**src/uibg_pkg.sv**
```systemverilog
// constants shared by the uart interrupt-enable, baud generator and scratch block
package uibg_pkg;
  // ==========================================================================
  // register byte offsets (apb word aligned)
  localparam logic [7:0] OFF_IRQ_EN = 8'h00;
  localparam logic [7:0] OFF_DIV_LO = 8'h04;
  localparam logic [7:0] OFF_DIV_HI = 8'h08;
  localparam logic [7:0] OFF_SCRATCH = 8'h0c;
  localparam logic [7:0] OFF_IRQ_ID = 8'h10;
  localparam logic [7:0] OFF_LINE_ST = 8'h14;
  localparam logic [7:0] OFF_MODEM_ST = 8'h18;
  localparam logic [7:0] OFF_MODEM_CTL = 8'h1c;
  localparam logic [7:0] OFF_SPEED = 8'h20;
  localparam logic [7:0] OFF_PRESCALE = 8'h24;
  localparam logic [7:0] OFF_EV_STAT = 8'h28;
  localparam logic [7:0] OFF_EV_MASK = 8'h2c;
  // ==========================================================================
  // field positions
  localparam int IEN_RX = 0;
  localparam int IEN_TX = 1;
  localparam int IEN_LINE = 2;
  localparam int IEN_MODEM = 3;
  localparam logic [7:0] IEN_WMASK = 8'h0f;
  localparam int MCTL_IRQ_OUT = 3;
  localparam int SPD_HS_LSB = 6;
  localparam logic [1:0] SPD_HS_SEL = 2'h3;
  localparam logic [1:0] PRE_SEL_13 = 2'h0;
  localparam logic [1:0] PRE_SEL_1625 = 2'h1;
  localparam logic [1:0] PRE_SEL_1 = 2'h2;
  localparam int EV_LINE = 0;
  localparam int EV_MODEM = 1;
  localparam int EV_RX = 2;
  localparam int EV_TX = 3;
  localparam int EV_W = 4;
  // ==========================================================================
  // reset values
  localparam logic [7:0] RST_IRQ_EN = 8'h00;
  localparam logic [7:0] RST_DIV_LO = 8'h01;
  localparam logic [7:0] RST_DIV_HI = 8'h00;
  localparam logic [7:0] RST_BYTE = 8'h00;
  // ==========================================================================
  // pre-divider: modulus 13, step per 24 mhz edge gives /13, /1.625, /1.0
  localparam logic [3:0] PRE_MOD = 4'hd;
  localparam logic [3:0] PRE_STEP_13 = 4'h1;
  localparam logic [3:0] PRE_STEP_1625 = 4'h8;
  localparam logic [3:0] PRE_STEP_1 = 4'hd;
  // ==========================================================================
  // interrupt identity codes, bit 0 high means nothing pending
  localparam logic [3:0] ID_NONE = 4'h1;
  localparam logic [3:0] ID_LINE = 4'h6;
  localparam logic [3:0] ID_RX = 4'h4;
  localparam logic [3:0] ID_TMO = 4'hc;
  localparam logic [3:0] ID_TX = 4'h2;
  localparam logic [3:0] ID_MODEM = 4'h0;
endpackage

```
**src/uibg_baud.sv**
```systemverilog
// pre-divider and 16-bit divisor counter producing the 16x bit tick
`timescale 1ns/1ps
module uibg_baud #(
  parameter int DIV_W = 16
) (
  input wire logic mclk,
  input wire logic rst,
  input wire logic ref_tick,
  input wire logic [3:0] pre_step,
  input wire logic [DIV_W-1:0] divisor,
  output logic pre_tick_r,
  output logic baud16_tick_r
);
  // ==========================================================================
  // checks
  if (DIV_W < 2 || DIV_W > 16)
    $error("uibg_baud: DIV_W must be 2..16");

  logic [4:0] acc_r; // fractional pre-divider accumulator
  logic [4:0] acc_sum; // accumulator plus step
  logic [DIV_W-1:0] cnt_r; // divisor down counter
  logic [DIV_W-1:0] div_act_r; // divisor latched at reload

  assign acc_sum = acc_r + {1'b0, pre_step};

  // ==========================================================================
  // fractional pre-divider: one tick each time the sum reaches or passes the modulus
  always_ff @(posedge mclk)
  begin
    if (rst)
    begin
      acc_r <= 5'h00;
      pre_tick_r <= 1'b0;
    end
    else if (ref_tick)
    begin
      // sum stays below 26, one subtraction is enough
      if (acc_sum >= {1'b0, uibg_pkg::PRE_MOD})
      begin
        acc_r <= acc_sum - {1'b0, uibg_pkg::PRE_MOD};
        pre_tick_r <= 1'b1;
      end
      else
      begin
        acc_r <= acc_sum;
        pre_tick_r <= 1'b0;
      end
    end
    else
      pre_tick_r <= 1'b0;
  end

  // ==========================================================================
  // divisor counter; a new divisor is picked up only at reload
  always_ff @(posedge mclk)
  begin
    if (rst)
    begin
      cnt_r <= '0;
      div_act_r <= '0;
      baud16_tick_r <= 1'b0;
    end
    else if (pre_tick_r && cnt_r <= DIV_W'(1))
    begin
      // zero divisor stops the generator rather than dividing by 65536
      cnt_r <= divisor;
      div_act_r <= divisor;
      baud16_tick_r <= (div_act_r != '0);
    end
    else
    begin
      if (pre_tick_r)
        cnt_r <= cnt_r - DIV_W'(1);
      baud16_tick_r <= 1'b0;
    end
  end

  AST_TICK_NEEDS_PRE: assert property (@(posedge mclk) disable iff (rst)
    baud16_tick_r |-> $past(pre_tick_r))
    else $error("baud tick without a pre-divider tick");
  AST_DIV1_EVERY_PRE: assert property (@(posedge mclk) disable iff (rst)
    (pre_tick_r && div_act_r == DIV_W'(1) && divisor == DIV_W'(1)) |=> baud16_tick_r)
    else $error("divisor one must tick on every pre tick");
  AST_PRE_BY_ONE: assert property (@(posedge mclk) disable iff (rst)
    (ref_tick && pre_step == uibg_pkg::PRE_STEP_1) |=> pre_tick_r)
    else $error("pre-divider 1.0 missed an input edge");
  COV_BAUD_TICK: cover property (@(posedge mclk) disable iff (rst) baud16_tick_r);
endmodule

```
**src/uibg_irq.sv**
```systemverilog
// per-source enable gating and priority encoding of the uart interrupt
`timescale 1ns/1ps
module uibg_irq (
  input wire logic mclk,
  input wire logic rst,
  input wire logic [3:0] src_en,
  input wire logic master_en,
  input wire logic line_pend,
  input wire logic rx_pend,
  input wire logic rx_tmo_pend,
  input wire logic tx_pend,
  input wire logic modem_pend,
  output logic [3:0] irq_id_r,
  output logic uart_irq_r
);
  logic [3:0] id_nxt; // identity of the top enabled source
  logic line_g; // gated sources
  logic rx_g;
  logic tmo_g;
  logic tx_g;
  logic modem_g;

  assign line_g = line_pend & src_en[uibg_pkg::IEN_LINE];
  assign rx_g = rx_pend & src_en[uibg_pkg::IEN_RX];
  assign tmo_g = rx_tmo_pend & src_en[uibg_pkg::IEN_RX];
  assign tx_g = tx_pend & src_en[uibg_pkg::IEN_TX];
  assign modem_g = modem_pend & src_en[uibg_pkg::IEN_MODEM];

  // ==========================================================================
  // fixed priority: line, data ready or timeout, tx empty, modem
  always_comb
  begin
    if (line_g)
      id_nxt = uibg_pkg::ID_LINE;
    else if (tmo_g)
      id_nxt = uibg_pkg::ID_TMO;
    else if (rx_g)
      id_nxt = uibg_pkg::ID_RX;
    else if (tx_g)
      id_nxt = uibg_pkg::ID_TX;
    else if (modem_g)
      id_nxt = uibg_pkg::ID_MODEM;
    else
      id_nxt = uibg_pkg::ID_NONE;
  end

  // ==========================================================================
  // registered identity and output; the master enable gates only the pin
  always_ff @(posedge mclk)
  begin
    if (rst)
    begin
      irq_id_r <= uibg_pkg::ID_NONE;
      uart_irq_r <= 1'b0;
    end
    else
    begin
      irq_id_r <= id_nxt;
      uart_irq_r <= master_en & ~id_nxt[0];
    end
  end

  AST_NO_EN_NO_IRQ: assert property (@(posedge mclk) disable iff (rst)
    ($past(src_en) == 4'h0) |-> !uart_irq_r)
    else $error("interrupt raised with all sources disabled");
  AST_MASTER_GATES: assert property (@(posedge mclk) disable iff (rst)
    !$past(master_en) |-> !uart_irq_r)
    else $error("interrupt raised with output enable off");
  AST_LINE_FIRST: assert property (@(posedge mclk) disable iff (rst)
    $past(line_g) |-> irq_id_r == uibg_pkg::ID_LINE)
    else $error("line status not reported first");
  AST_MODEM_LAST: assert property (@(posedge mclk) disable iff (rst)
    ($past(modem_g) && !$past(line_g | rx_g | tmo_g | tx_g) && $past(master_en))
    |-> (uart_irq_r && irq_id_r == uibg_pkg::ID_MODEM))
    else $error("modem change did not raise the interrupt");
  AST_TX_GATED: assert property (@(posedge mclk) disable iff (rst)
    ($past(tx_pend) && !$past(src_en[uibg_pkg::IEN_TX]))
    |-> irq_id_r != uibg_pkg::ID_TX)
    else $error("masked tx empty reported");
  COV_IRQ_RAISED: cover property (@(posedge mclk) disable iff (rst) $rose(uart_irq_r));
  COV_LINE_OVER_RX: cover property (@(posedge mclk) disable iff (rst) line_g && rx_g);
endmodule

```
**src/uibg_top.sv**
```systemverilog
// uart interrupt enable, baud generator and scratch register with apb access
//
// Decided for this implementation: the APB interface to the registers and the placing of the registers.
`timescale 1ns/1ps
module uibg_top #(
  parameter int DIV_W = 16
) (
  input wire logic mclk,
  input wire logic rst,
  // apb slave
  input wire logic psel,
  input wire logic penable,
  input wire logic pwrite,
  input wire logic [7:0] paddr,
  input wire logic [31:0] pwdata,
  output logic [31:0] prdata,
  output logic pready,
  output logic pslverr,
  // 24 mhz reference pin
  input wire logic ref_clk_24m,
  // conditions from the receiver, transmitter and handshake logic
  input wire logic rx_ready,
  input wire logic rx_timeout,
  input wire logic tx_empty,
  input wire logic [3:0] line_err_set,
  input wire logic [3:0] modem_delta_set,
  input wire logic [3:0] modem_level,
  // outputs to the transmitter, receiver and system
  output logic baud16_tick,
  output logic [7:0] modem_ctl_out,
  output logic irq_id_read,
  output logic uart_irq,
  output logic sys_irq
);
  // ==========================================================================
  // checks
  if (DIV_W != 16)
    $error("uibg_top: divisor is two 8-bit registers, DIV_W must be 16");

  // ==========================================================================
  // declarations
  logic [3:0] irq_en_r; // low nibble of interrupt_enable
  logic [7:0] div_lo_r; // divisor_low
  logic [7:0] div_hi_r; // divisor_high
  logic [7:0] scratch_r; // scratch, no side effects
  logic [7:0] modem_ctl_r; // modem_control
  logic [7:0] speed_r; // speed_config
  logic [7:0] prescale_r; // prescale_config
  logic [3:0] line_st_r; // sticky line error flags
  logic [3:0] modem_st_r; // sticky modem change flags
  logic [3:0] ev_stat_r; // sticky event status, write one to clear
  logic [3:0] ev_mask_r; // event mask, one lets the event through
  logic [31:0] rdata_r; // read data caught in the setup cycle
  logic hit_r; // address decoded in the setup cycle
  logic [3:0] line_snap_r; // line flags that the pending read returns
  logic [3:0] modem_snap_r; // modem flags that the pending read returns
  logic [31:0] rdata_nxt; // read mux
  logic hit_nxt; // address decode
  logic setup; // apb setup cycle
  logic acc_wr; // completing write
  logic acc_rd; // completing read
  logic ref_s1_r; // reference pin synchroniser, first stage
  logic ref_s2_r; // second stage
  logic ref_s3_r; // edge detect history
  logic ref_tick; // one pulse per reference rising edge
  logic high_speed; // speed_config selects raw 24 mhz
  logic [3:0] pre_step; // accumulator step for the pre-divider
  logic pre_tick; // pre-divider tick, watched by the high speed check
  logic [3:0] irq_id; // current identity code
  logic rx_ready_d_r; // delayed levels for rise detection
  logic tx_empty_d_r;
  logic [3:0] ev_set; // event pulses into the sticky status
  logic [3:0] ev_wclr; // software clear of event bits

  // ==========================================================================
  // apb handshake: zero wait, data registered during setup
  assign setup = psel & ~penable;
  assign pready = 1'b1;
  assign acc_wr = psel & penable & pwrite & hit_r;
  assign acc_rd = psel & penable & ~pwrite & hit_r;
  assign pslverr = psel & penable & ~hit_r;
  assign prdata = rdata_r;
  // the tx logic clears a third-priority tx empty on this pulse
  assign irq_id_read = acc_rd && (paddr == uibg_pkg::OFF_IRQ_ID);

  // ==========================================================================
  // read mux and address decode
  always_comb
  begin
    rdata_nxt = 32'h0000_0000;
    hit_nxt = 1'b1;
    case (paddr)
      uibg_pkg::OFF_IRQ_EN: rdata_nxt = {28'h000_0000, irq_en_r};
      uibg_pkg::OFF_DIV_LO: rdata_nxt = {24'h00_0000, div_lo_r};
      uibg_pkg::OFF_DIV_HI: rdata_nxt = {24'h00_0000, div_hi_r};
      uibg_pkg::OFF_SCRATCH: rdata_nxt = {24'h00_0000, scratch_r};
      uibg_pkg::OFF_IRQ_ID: rdata_nxt = {28'h000_0000, irq_id};
      uibg_pkg::OFF_LINE_ST: rdata_nxt = {24'h00_0000, line_st_r, 4'h0};
      uibg_pkg::OFF_MODEM_ST: rdata_nxt = {24'h00_0000, modem_level, modem_st_r};
      uibg_pkg::OFF_MODEM_CTL: rdata_nxt = {24'h00_0000, modem_ctl_r};
      uibg_pkg::OFF_SPEED: rdata_nxt = {24'h00_0000, speed_r};
      uibg_pkg::OFF_PRESCALE: rdata_nxt = {24'h00_0000, prescale_r};
      uibg_pkg::OFF_EV_STAT: rdata_nxt = {28'h000_0000, ev_stat_r};
      uibg_pkg::OFF_EV_MASK: rdata_nxt = {28'h000_0000, ev_mask_r};
      default:
        hit_nxt = 1'b0; // unmapped: zero data and an error response
    endcase
  end

  // ==========================================================================
  // setup-cycle capture of read data and of the flags it reports
  always_ff @(posedge mclk)
  begin
    if (rst)
    begin
      rdata_r <= 32'h0000_0000;
      hit_r <= 1'b0;
      line_snap_r <= 4'h0;
      modem_snap_r <= 4'h0;
    end
    else if (setup)
    begin
      rdata_r <= pwrite ? 32'h0000_0000 : rdata_nxt;
      hit_r <= hit_nxt;
      line_snap_r <= line_st_r;
      modem_snap_r <= modem_st_r;
    end
  end

  // ==========================================================================
  // interrupt_enable: only the low nibble is stored
  always_ff @(posedge mclk)
  begin
    if (rst)
      irq_en_r <= uibg_pkg::RST_IRQ_EN[3:0];
    else if (acc_wr && paddr == uibg_pkg::OFF_IRQ_EN)
      irq_en_r <= pwdata[3:0] & uibg_pkg::IEN_WMASK[3:0];
  end

  // ==========================================================================
  // divisor bytes; the generator samples them only at reload
  always_ff @(posedge mclk)
  begin
    if (rst)
    begin
      div_lo_r <= uibg_pkg::RST_DIV_LO;
      div_hi_r <= uibg_pkg::RST_DIV_HI;
    end
    else if (acc_wr)
    begin
      if (paddr == uibg_pkg::OFF_DIV_LO)
        div_lo_r <= pwdata[7:0];
      if (paddr == uibg_pkg::OFF_DIV_HI)
        div_hi_r <= pwdata[7:0];
    end
  end

  // ==========================================================================
  // scratch and configuration bytes
  always_ff @(posedge mclk)
  begin
    if (rst)
    begin
      scratch_r <= uibg_pkg::RST_BYTE;
      modem_ctl_r <= uibg_pkg::RST_BYTE;
      speed_r <= uibg_pkg::RST_BYTE;
      prescale_r <= uibg_pkg::RST_BYTE;
    end
    else if (acc_wr)
    begin
      case (paddr)
        uibg_pkg::OFF_SCRATCH: scratch_r <= pwdata[7:0];
        uibg_pkg::OFF_MODEM_CTL: modem_ctl_r <= pwdata[7:0];
        uibg_pkg::OFF_SPEED: speed_r <= pwdata[7:0];
        uibg_pkg::OFF_PRESCALE: prescale_r <= pwdata[7:0];
        default:
          scratch_r <= scratch_r; // other offsets leave these alone
      endcase
    end
  end

  assign modem_ctl_out = modem_ctl_r;

  // ==========================================================================
  // line status: sticky errors, cleared by reading; a new error wins
  always_ff @(posedge mclk)
  begin
    if (rst)
      line_st_r <= 4'h0;
    else if (acc_rd && paddr == uibg_pkg::OFF_LINE_ST)
      line_st_r <= (line_st_r & ~line_snap_r) | line_err_set;
    else
      line_st_r <= line_st_r | line_err_set;
  end

  // ==========================================================================
  // modem change flags, cleared by reading modem_status
  always_ff @(posedge mclk)
  begin
    if (rst)
      modem_st_r <= 4'h0;
    else if (acc_rd && paddr == uibg_pkg::OFF_MODEM_ST)
      modem_st_r <= (modem_st_r & ~modem_snap_r) | modem_delta_set;
    else
      modem_st_r <= modem_st_r | modem_delta_set;
  end

  // ==========================================================================
  // reference pin: two flops, then an edge detector on the second
  always_ff @(posedge mclk)
  begin
    if (rst)
    begin
      ref_s1_r <= 1'b0;
      ref_s2_r <= 1'b0;
      ref_s3_r <= 1'b0;
    end
    else
    begin
      ref_s1_r <= ref_clk_24m;
      ref_s2_r <= ref_s1_r;
      ref_s3_r <= ref_s2_r;
    end
  end

  assign ref_tick = ref_s2_r & ~ref_s3_r;

  // ==========================================================================
  // pre-divider select; high speed overrides the prescale register
  assign high_speed = (speed_r[uibg_pkg::SPD_HS_LSB +: 2] == uibg_pkg::SPD_HS_SEL);

  always_comb
  begin
    if (high_speed)
      pre_step = uibg_pkg::PRE_STEP_1;
    else
    begin
      case (prescale_r[1:0])
        uibg_pkg::PRE_SEL_1625: pre_step = uibg_pkg::PRE_STEP_1625;
        uibg_pkg::PRE_SEL_1: pre_step = uibg_pkg::PRE_STEP_1;
        default: pre_step = uibg_pkg::PRE_STEP_13;
      endcase
    end
  end

  // ==========================================================================
  // baud generator
  uibg_baud #(
    .DIV_W(DIV_W)
  ) u_baud (
    .mclk(mclk),
    .rst(rst),
    .ref_tick(ref_tick),
    .pre_step(pre_step),
    .divisor({div_hi_r, div_lo_r}),
    .pre_tick_r(pre_tick),
    .baud16_tick_r(baud16_tick)
  );

  // ==========================================================================
  // interrupt gating and identity
  uibg_irq u_irq (
    .mclk(mclk),
    .rst(rst),
    .src_en(irq_en_r),
    .master_en(modem_ctl_r[uibg_pkg::MCTL_IRQ_OUT]),
    .line_pend(|line_st_r),
    .rx_pend(rx_ready),
    .rx_tmo_pend(rx_timeout),
    .tx_pend(tx_empty),
    .modem_pend(|modem_st_r),
    .irq_id_r(irq_id),
    .uart_irq_r(uart_irq)
  );

  // ==========================================================================
  // system event status: set on rising conditions, write one to clear
  assign ev_set[uibg_pkg::EV_LINE] = |line_err_set;
  assign ev_set[uibg_pkg::EV_MODEM] = |modem_delta_set;
  assign ev_set[uibg_pkg::EV_RX] = rx_ready & ~rx_ready_d_r;
  assign ev_set[uibg_pkg::EV_TX] = tx_empty & ~tx_empty_d_r;
  assign ev_wclr = (acc_wr && paddr == uibg_pkg::OFF_EV_STAT) ? pwdata[3:0] : 4'h0;

  always_ff @(posedge mclk)
  begin
    if (rst)
    begin
      rx_ready_d_r <= 1'b0;
      tx_empty_d_r <= 1'b0;
      ev_stat_r <= 4'h0;
      ev_mask_r <= 4'h0;
      sys_irq <= 1'b0;
    end
    else
    begin
      rx_ready_d_r <= rx_ready;
      tx_empty_d_r <= tx_empty;
      // set wins over a clear in the same cycle
      ev_stat_r <= (ev_stat_r & ~ev_wclr) | ev_set;
      if (acc_wr && paddr == uibg_pkg::OFF_EV_MASK)
        ev_mask_r <= pwdata[3:0];
      sys_irq <= |(ev_stat_r & ev_mask_r);
    end
  end

  // ==========================================================================
  // checks on the register file
  AST_IEN_UPPER_ZERO: assert property (@(posedge mclk) disable iff (rst)
    (acc_rd && paddr == uibg_pkg::OFF_IRQ_EN) |-> prdata[7:4] == 4'h0)
    else $error("upper enable bits read non-zero");
  AST_SCRATCH_BACK: assert property (@(posedge mclk) disable iff (rst)
    (acc_wr && paddr == uibg_pkg::OFF_SCRATCH) ##1 (!acc_wr [*2])
    |-> scratch_r == $past(pwdata[7:0], 3))
    else $error("scratch did not hold the written byte");
  AST_LINE_CLEAR: assert property (@(posedge mclk) disable iff (rst)
    (acc_rd && paddr == uibg_pkg::OFF_LINE_ST && line_err_set == 4'h0)
    |=> (line_st_r & $past(line_snap_r)) == 4'h0)
    else $error("line status read did not clear errors");
  AST_LINE_SET_WINS: assert property (@(posedge mclk) disable iff (rst)
    (line_err_set != 4'h0) |=> (line_st_r & $past(line_err_set)) == $past(line_err_set))
    else $error("line error lost");
  AST_DIV_LOW_BYTE: assert property (@(posedge mclk) disable iff (rst)
    (acc_wr && paddr == uibg_pkg::OFF_DIV_LO) |=> div_lo_r == $past(pwdata[7:0]))
    else $error("divisor low byte not written");
  AST_HS_STEP: assert property (@(posedge mclk) disable iff (rst)
    (high_speed && ref_tick) |=> pre_tick)
    else $error("high speed missed a reference edge");
  COV_LINE_READ: cover property (@(posedge mclk) disable iff (rst)
    acc_rd && paddr == uibg_pkg::OFF_LINE_ST && line_st_r != 4'h0);
  COV_SYS_IRQ: cover property (@(posedge mclk) disable iff (rst) $rose(sys_irq));
endmodule

```
**config.mk**
```make
export PLATFORM = sky130hd
export DESIGN_NAME = uibg_top
export DESIGN_NICKNAME = d
export VERILOG_FILES = /design/src/uibg_pkg.sv /design/src/uibg_baud.sv /design/src/uibg_irq.sv /design/src/uibg_top.sv
export SDC_FILE = /design/constraint.sdc
export NUM_CORES = 1
export LEC_CHECK = 0
export BUFFER_PORTS_ARGS = -buffer_cell sky130_fd_sc_hd__buf_2
export CAP_MARGIN = 20
export CORE_UTILIZATION = 30
export DETAILED_ROUTE_END_ITERATION = 7
export GPL_ROUTABILITY_DRIVEN = 0
export PLACE_DENSITY_LB_ADDON = 0.3
export SYNTH_ARGS = -nofsm -noshare
export SYNTH_HDL_FRONTEND = slang
export SYNTH_SLANG_ARGS = --single-unit
```
**constraint.sdc**
```tcl
create_clock -name mclk -period 2.1 [get_ports mclk]
set_input_delay 0.105 -clock mclk [delete_from_list [all_inputs] [get_ports mclk]]
set_output_delay 0.105 -clock mclk [all_outputs]
set_load 0.1 [all_outputs]
```
==> metrics.txt, run 1 <==
Final setup viols 0; starting density of the core between 30% and 40%; clock slew at reported path FFs around 0.070 ns; f_max 0.484 GHz; DR WL/cell 17.0 um; layout cell share with drive strength beyond 1 23.6%; Critical Path Start Type flip-flop; CP required 2.41 ns; Max-Cap Viols 0; initial antenna violation count 1; area leader, netlist dfxtp_1; post-synth top area share roughly two fifths; final hold vios 0; worst-case clock buffer depth 2; Die Y around 150 um; Iteration-0 DRC Markers approximately 380; VDD IR max ~0.52 mV; CTS tree done; CTS Buf Count 17; RSZ-0062 raised after global routing true; fin crit share roughly 98%; status complete, but fails checks; critical hold path startpoint pwdata[2]; Post-Syn Instances between 800 and 900; fin util between 30% and 40%; Multi-input gate area 3950 um2; FF-to-FF path depth 9; Slew HR between 50% and 60%; CP endpoint kind flip-flop; CP startpoint prescale_r[0]$_SDFFE_PP0P_; Synth Cell Area 6740 um2; Setup Crit Path Kind flip-flop to flip-flop; CTS root buf clkbuf_16; worst-skew pair later-pin latency 0.43 ns; P&R area growth vs syn 27.2%; Overflow after GRT 0; ys async rst share 0%; Worst Path Max Fanout 5; Worst Skew about 0.015 ns; Synth top cells by count dfxtp_1, nand2_1, nor2_1, mux2i_1, a21oi_1; failing checks DRC; vias after detailed routing between 6000 and 7000; min cycle time layout between 2 and 2.5 ns; Cell Area, Placed between 7000 and 8000 um2; Avg Inst Size Synth between 8 and 9 um2; Final Cell Area ~8600 um2; fin. max-slew vios 0; number of remaining DRC errors 8; num ports between 100 and 150; Distinct cells, synth 69; DR pass1 iterations 7; global-route wire length before repair around 32000 um; wirelength, routed about 20000 um; Sinks on Clock Net about 140; yosys warns 0; fillers about 2200; ys flop type dfxtp_1; DP Wirelength about 15000 um; Core Area approximately 22000 um2; post-route ant nets 0; GRT Util Overall between 10% and 20%; Hold Path Depth 3; # port buffers 57; Hold WC Path Type input pin to flip-flop; Seq/Total Area, Yosys between 40% and 50%; Leakage between 3 and 4 nW; largest net degree at the start of global routing roughly 110; vias in the first global route between 5000 and 6000; critical path arrival ~2.4 ns; FF/Latch Area 2710 um2; # nets final ~980; Die ar. 23100 um2; worst-margin pin slew 0.718 ns; FF+latch count, synth approximately 140; main area contributors after synthesis dfxtp_1, mux2i_1, nand2_1, nor2_1, a21oi_1; FF-to-FF Start prescale_r[0]$_SDFFE_PP0P_; leading cell type by number of instances after synthesis dfxtp_1; total power 6.24 mW; Via density between 5 and 6; power per cell area approximately 730 nW/um2; num rows 54; Post-synth EDFFs 0; Die Span X 152 um; final setup TNS 0 ns; htree depth 4
[stage by stage]
stage          hold slack, ns  worst slack [ns]  cells
2_1_floorplan           0.222           0.00398    828
3_3_place_gp            0.328           -0.0628   1154
3_5_place_dp            0.336           -0.0994   1154
4_1_cts               0.00816          0.000696   1198
5_1_grt                0.0360           -0.0394   1199
6_report               0.0352            0.0350   1199
[worst paths after layout]
kind | end | slack (ns)
setup / recovery | u_baud.acc_r[1]$_SDFFE_PP0P_ | 0.03
hold reg to reg | u_baud.div_act_r[15]$_SDFFE_PP0P_ | 0.45
setup reg to reg | u_baud.acc_r[1]$_SDFFE_PP0P_ | 0.03
hold / removal | irq_en_r[2]$_SDFFE_PP0P_ | 0.04
[critical path, stage by stage (launching register included)]
cell       delay [ns]
dfxtp_4          0.37
inv_2            0.05
ha_4             0.26
nand2_4          0.05
ha_4             0.28
inv_1            0.12
nand4_1          0.21
o311ai_4         0.18
a2111oi_4        0.38
a211oi_2         0.05
[sequential cells by signal, indices dropped and copies added, names as in the netlist, 5 cells and up]
name and cells:
div_hi_r 8, div_lo_r 8, modem_ctl_out 8, prdata 8
prescale_r 8, scratch_r 8, speed_r 8, u_baud.acc_r 5
u_baud.cnt_r 16, u_baud.div_act_r 16
[logic make-up after synthesis]
| group | share of synthesized area, % |
|---|---|
| flops | 40.1 |
| fa+ha+maj | 1.86 |
| simple gates | 25.0 |
| buf+inv | 6.59 |
| xor+xnor | 0.390 |
| other cells | 0.111 |
| compound gates | 14.8 |
| mux | 11.2 |
[layout make-up]
| type | count | area share, % |
|---|---|---|
| antenna | 1 | 0.0292 |
| inverter | 14 | 0.671 |
| tap | 280 | 4.08 |
| sequential | 135 | 31.6 |
| clock buffer | 18 | 5.00 |
| timing repair buffer | 131 | 10.6 |
| clock inverter | 14 | 1.94 |
| multi-input combinational | 606 | 46.1 |
[cells in the final DEF, fill, tap and decap left out, types with 5 or more instances in the layout]
cell type and count:
o31ai_1 5, dfxtp_1 132, o21ai_0 34, and3b_1 5
nor2b_1 11, nand2b_1 5, inv_1 10, a31oi_1 12
buf_4 60, nand2_1 103, nand3b_1 8, clkbuf_16 17
mux2_2 6, nor2_2 5, a22oi_1 9, ha_4 7
nor3_1 13, nor2_1 89, o22ai_1 7, a21oi_1 58
nand3_1 16, dlygate4sd3_1 12, conb_1 25, or4_1 7
buf_2 55, o211ai_1 5, nor4_1 13, mux2i_1 64
[what timing repair did]
action,CTS,global route
hold buffers,12,0
endpoints found under the hold margin,15,0
setup endpoints to repair,6,28
pin swaps,2,10
resized for setup,7,35
setup buffers,0,0
[where the power goes]
group          switching (mW)  internal, mW  leakage (nW)
logic                   0.430         0.139          1.83
registers              0.0296          2.59          1.10
clock network            1.27          1.78         0.287
[layer usage]
metal	global-route usage (%)	vias up	share of wire [%]
li1	-	3022	-
met1	23.5	2874	47
met2	27.0	204	45
met3	3.82	43	4.8
met4	8.21	0	3.4
met5	0	-	0
Power figures use the tool's default switching activity.
==> run 2: changes to the inputs <==
--- a/config.mk
+++ b/config.mk
@@ -7,7 +7,7 @@
 export LEC_CHECK = 0
 export BUFFER_PORTS_ARGS = -buffer_cell sky130_fd_sc_hd__buf_2
 export CAP_MARGIN = 20
-export CORE_UTILIZATION = 30
+export CORE_UTILIZATION = 51
 export DETAILED_ROUTE_END_ITERATION = 7
 export GPL_ROUTABILITY_DRIVEN = 0
 export PLACE_DENSITY_LB_ADDON = 0.3
==> metrics.txt, run 2 (synthesized netlist as in run 1, its figures left out) <==
status complete, but fails checks; failing checks setup timing; CTS tree done; vias after detailed routing roughly 6500; Critical Path Start Type flip-flop; starting density of the core about 53%; clock slew at reported path FFs about 0.060 ns; num rows a little over 40; commonest non-fill, non-tap cell in the layout dfxtp_1; Max stage delay on crit path about 0.38 ns; GRT Util Overall just under 30%; CP required 2.39 ns; critical path cell sequence buf_6 -> ha_4 -> nand2_4 -> ha_4 -> a21o_1 -> or3_4 -> and2_4 -> a2111oi_4 -> a211oi_2; Largest regs u_baud.cnt_r x16, u_baud.div_act_r x16; critical path arrival between 2 and 3 ns; htree depth 4; Die ar. 13700 um2; VDD IR max roughly 0.70 mV; Die Y 117 um; Crit path top cell by count ha_4; P&R area growth vs syn 25.8%; DP Wirelength between 10000 and 15000 um; CP endpoint kind flip-flop; Hold WC Path Type input pin to flip-flop; Worst Path Max Fanout 4; commonest cells after routing, fill and taps aside dfxtp_1, nand2_1, nor2_1, mux2i_1, a21oi_1; worst hold slack roughly 0.034 ns; Overflow after GRT 0; Die Span X 117 um; Core Area around 13000 um2; power per cell area 749 nW/um2; num ports roughly 110; largest net degree at the start of global routing roughly 120; RSZ-0062 raised after global routing true; antenna cells 0; initial antenna violation count 0; Final setup viols 7; Iteration-0 DRC Markers about 650; global-route wire length before repair 31000 um; post-route ant nets 0; min cycle time layout 2.21 ns; Slew HR between 60% and 70%; Sinks on Clock Net 135; Via density 6.01; DR pass1 iterations 5; worst-skew pair later-pin latency 0.42 ns; Setup WS post-layout -0.114 ns; number of remaining DRC errors 0; # port buffers 57; worst-margin pin slew slightly below 0.6 ns; Max-Cap Viols 0; master of the slowest instance on the critical path or3_4; layout cell share with drive strength beyond 1 between 20 and 25%; fin crit share 105%; fin. max-slew vios 0; # nets final ~980; CTS Buf Count 17; final hold vios 0; f_max 0.452 GHz; CTS root buf clkbuf_16; Leakage ~3.2 nW; wirelength, routed around 20000 um; pre-CTS setup slack -0.0895 ns; Setup Crit Path Kind flip-flop to flip-flop; Worst Skew 0.00794 ns; worst-case clock buffer depth 2; DR WL/cell roughly 18 um; vias in the first global route roughly 6200
==> run 2: cell count changes in the layout (fill, tap and decap cells not counted), moves of 2 or more <==
cell           delta
ha_2              -2
clkbuf_8          +2
inv_8             -3
buf_4             -2
bufinv_16         +2
clkinv_4          -2
dlygate4sd3_1     +2
nor2b_1           +2
clkinvlp_4        +2
==> run 2: metrics by stage <==
stage | power [mW] | instance area (um2) | setup TNS, ns | util [%] | instances
6_report | 6.36 | 8480 | -0.450 | 66.4 | 1090
5_1_grt | 6.53 | 8480 | -0.923 | 66.4 | 1090
4_1_cts | 6.35 | 8300 | -0.0332 | 65.0 | 1082
3_5_place_dp | 3.19 | 7450 | -0.358 | 58.3 | 1033
3_3_place_gp | 3.18 | 7450 | -0.148 | 58.3 | 1033
2_1_floorplan | 3.10 | 6930 | 0 | - | 828
==> run 2: final cells by class <==
class,count,area [um2]
Tap cell,172,215
Inverter,14,58.8
Clock buffer,19,453
Clock inverter,11,174
Sequential cell,135,2710
Timing Repair Buffer,133,945
Fill cell,1037,4290
Multi-Input combinational cell,606,3930
==> run 2: path summary, 6_finish.rpt <==
kind / to / cells after the start / slack [ns] / from
worst min-delay path: modem_ctl_out[5]$_SDFFE_PP0P_ / 3 / 0.03 / pwdata[5]
worst max register to register: u_baud.acc_r[1]$_SDFFE_PP0P_ / 9 / -0.11 / prescale_r[1]$_SDFFE_PP0P_
worst min register to register: u_baud.div_act_r[15]$_SDFFE_PP0P_ / 2 / 0.45 / u_baud.div_act_r[15]$_SDFFE_PP0P_
worst max-delay path: u_baud.acc_r[1]$_SDFFE_PP0P_ / 9 / -0.11 / prescale_r[1]$_SDFFE_PP0P_
==> run 2: routing by layer <==
metal	global-route usage [%]	wire length, um
met1	35.3	7880
met3	5.97	1230
met4	17.2	1010
met5	0	0
met2	49.9	9710
==> run 2: where the power goes <==
group / leakage, nW / switching (mW) / internal, mW / total, mW
registers: 1.09 / 0.0321 / 2.59 / 2.62
clock network: 0.298 / 1.13 / 2.04 / 3.17
logic: 1.85 / 0.422 / 0.141 / 0.563
==> run 2: critical path, delay by kind of cell (launching register included) <==
family	cells	cell delay [ns]
and+or+nand+nor	3	0.62
adders and majority gates	2	0.52
DFF	1	0.33
AOI/OAI and AO/OA	3	0.49
buffers and inverters	1	0.11
==> run 2: timing repair <==
item                       CTS  global route
hold endpoints to repair    20             0
gates resized for setup     10            25
gates cloned                 0             0
hold buffers                14             0
setup endpoints to repair   14            27
setup buffers                5             8
pin swaps                    6            18
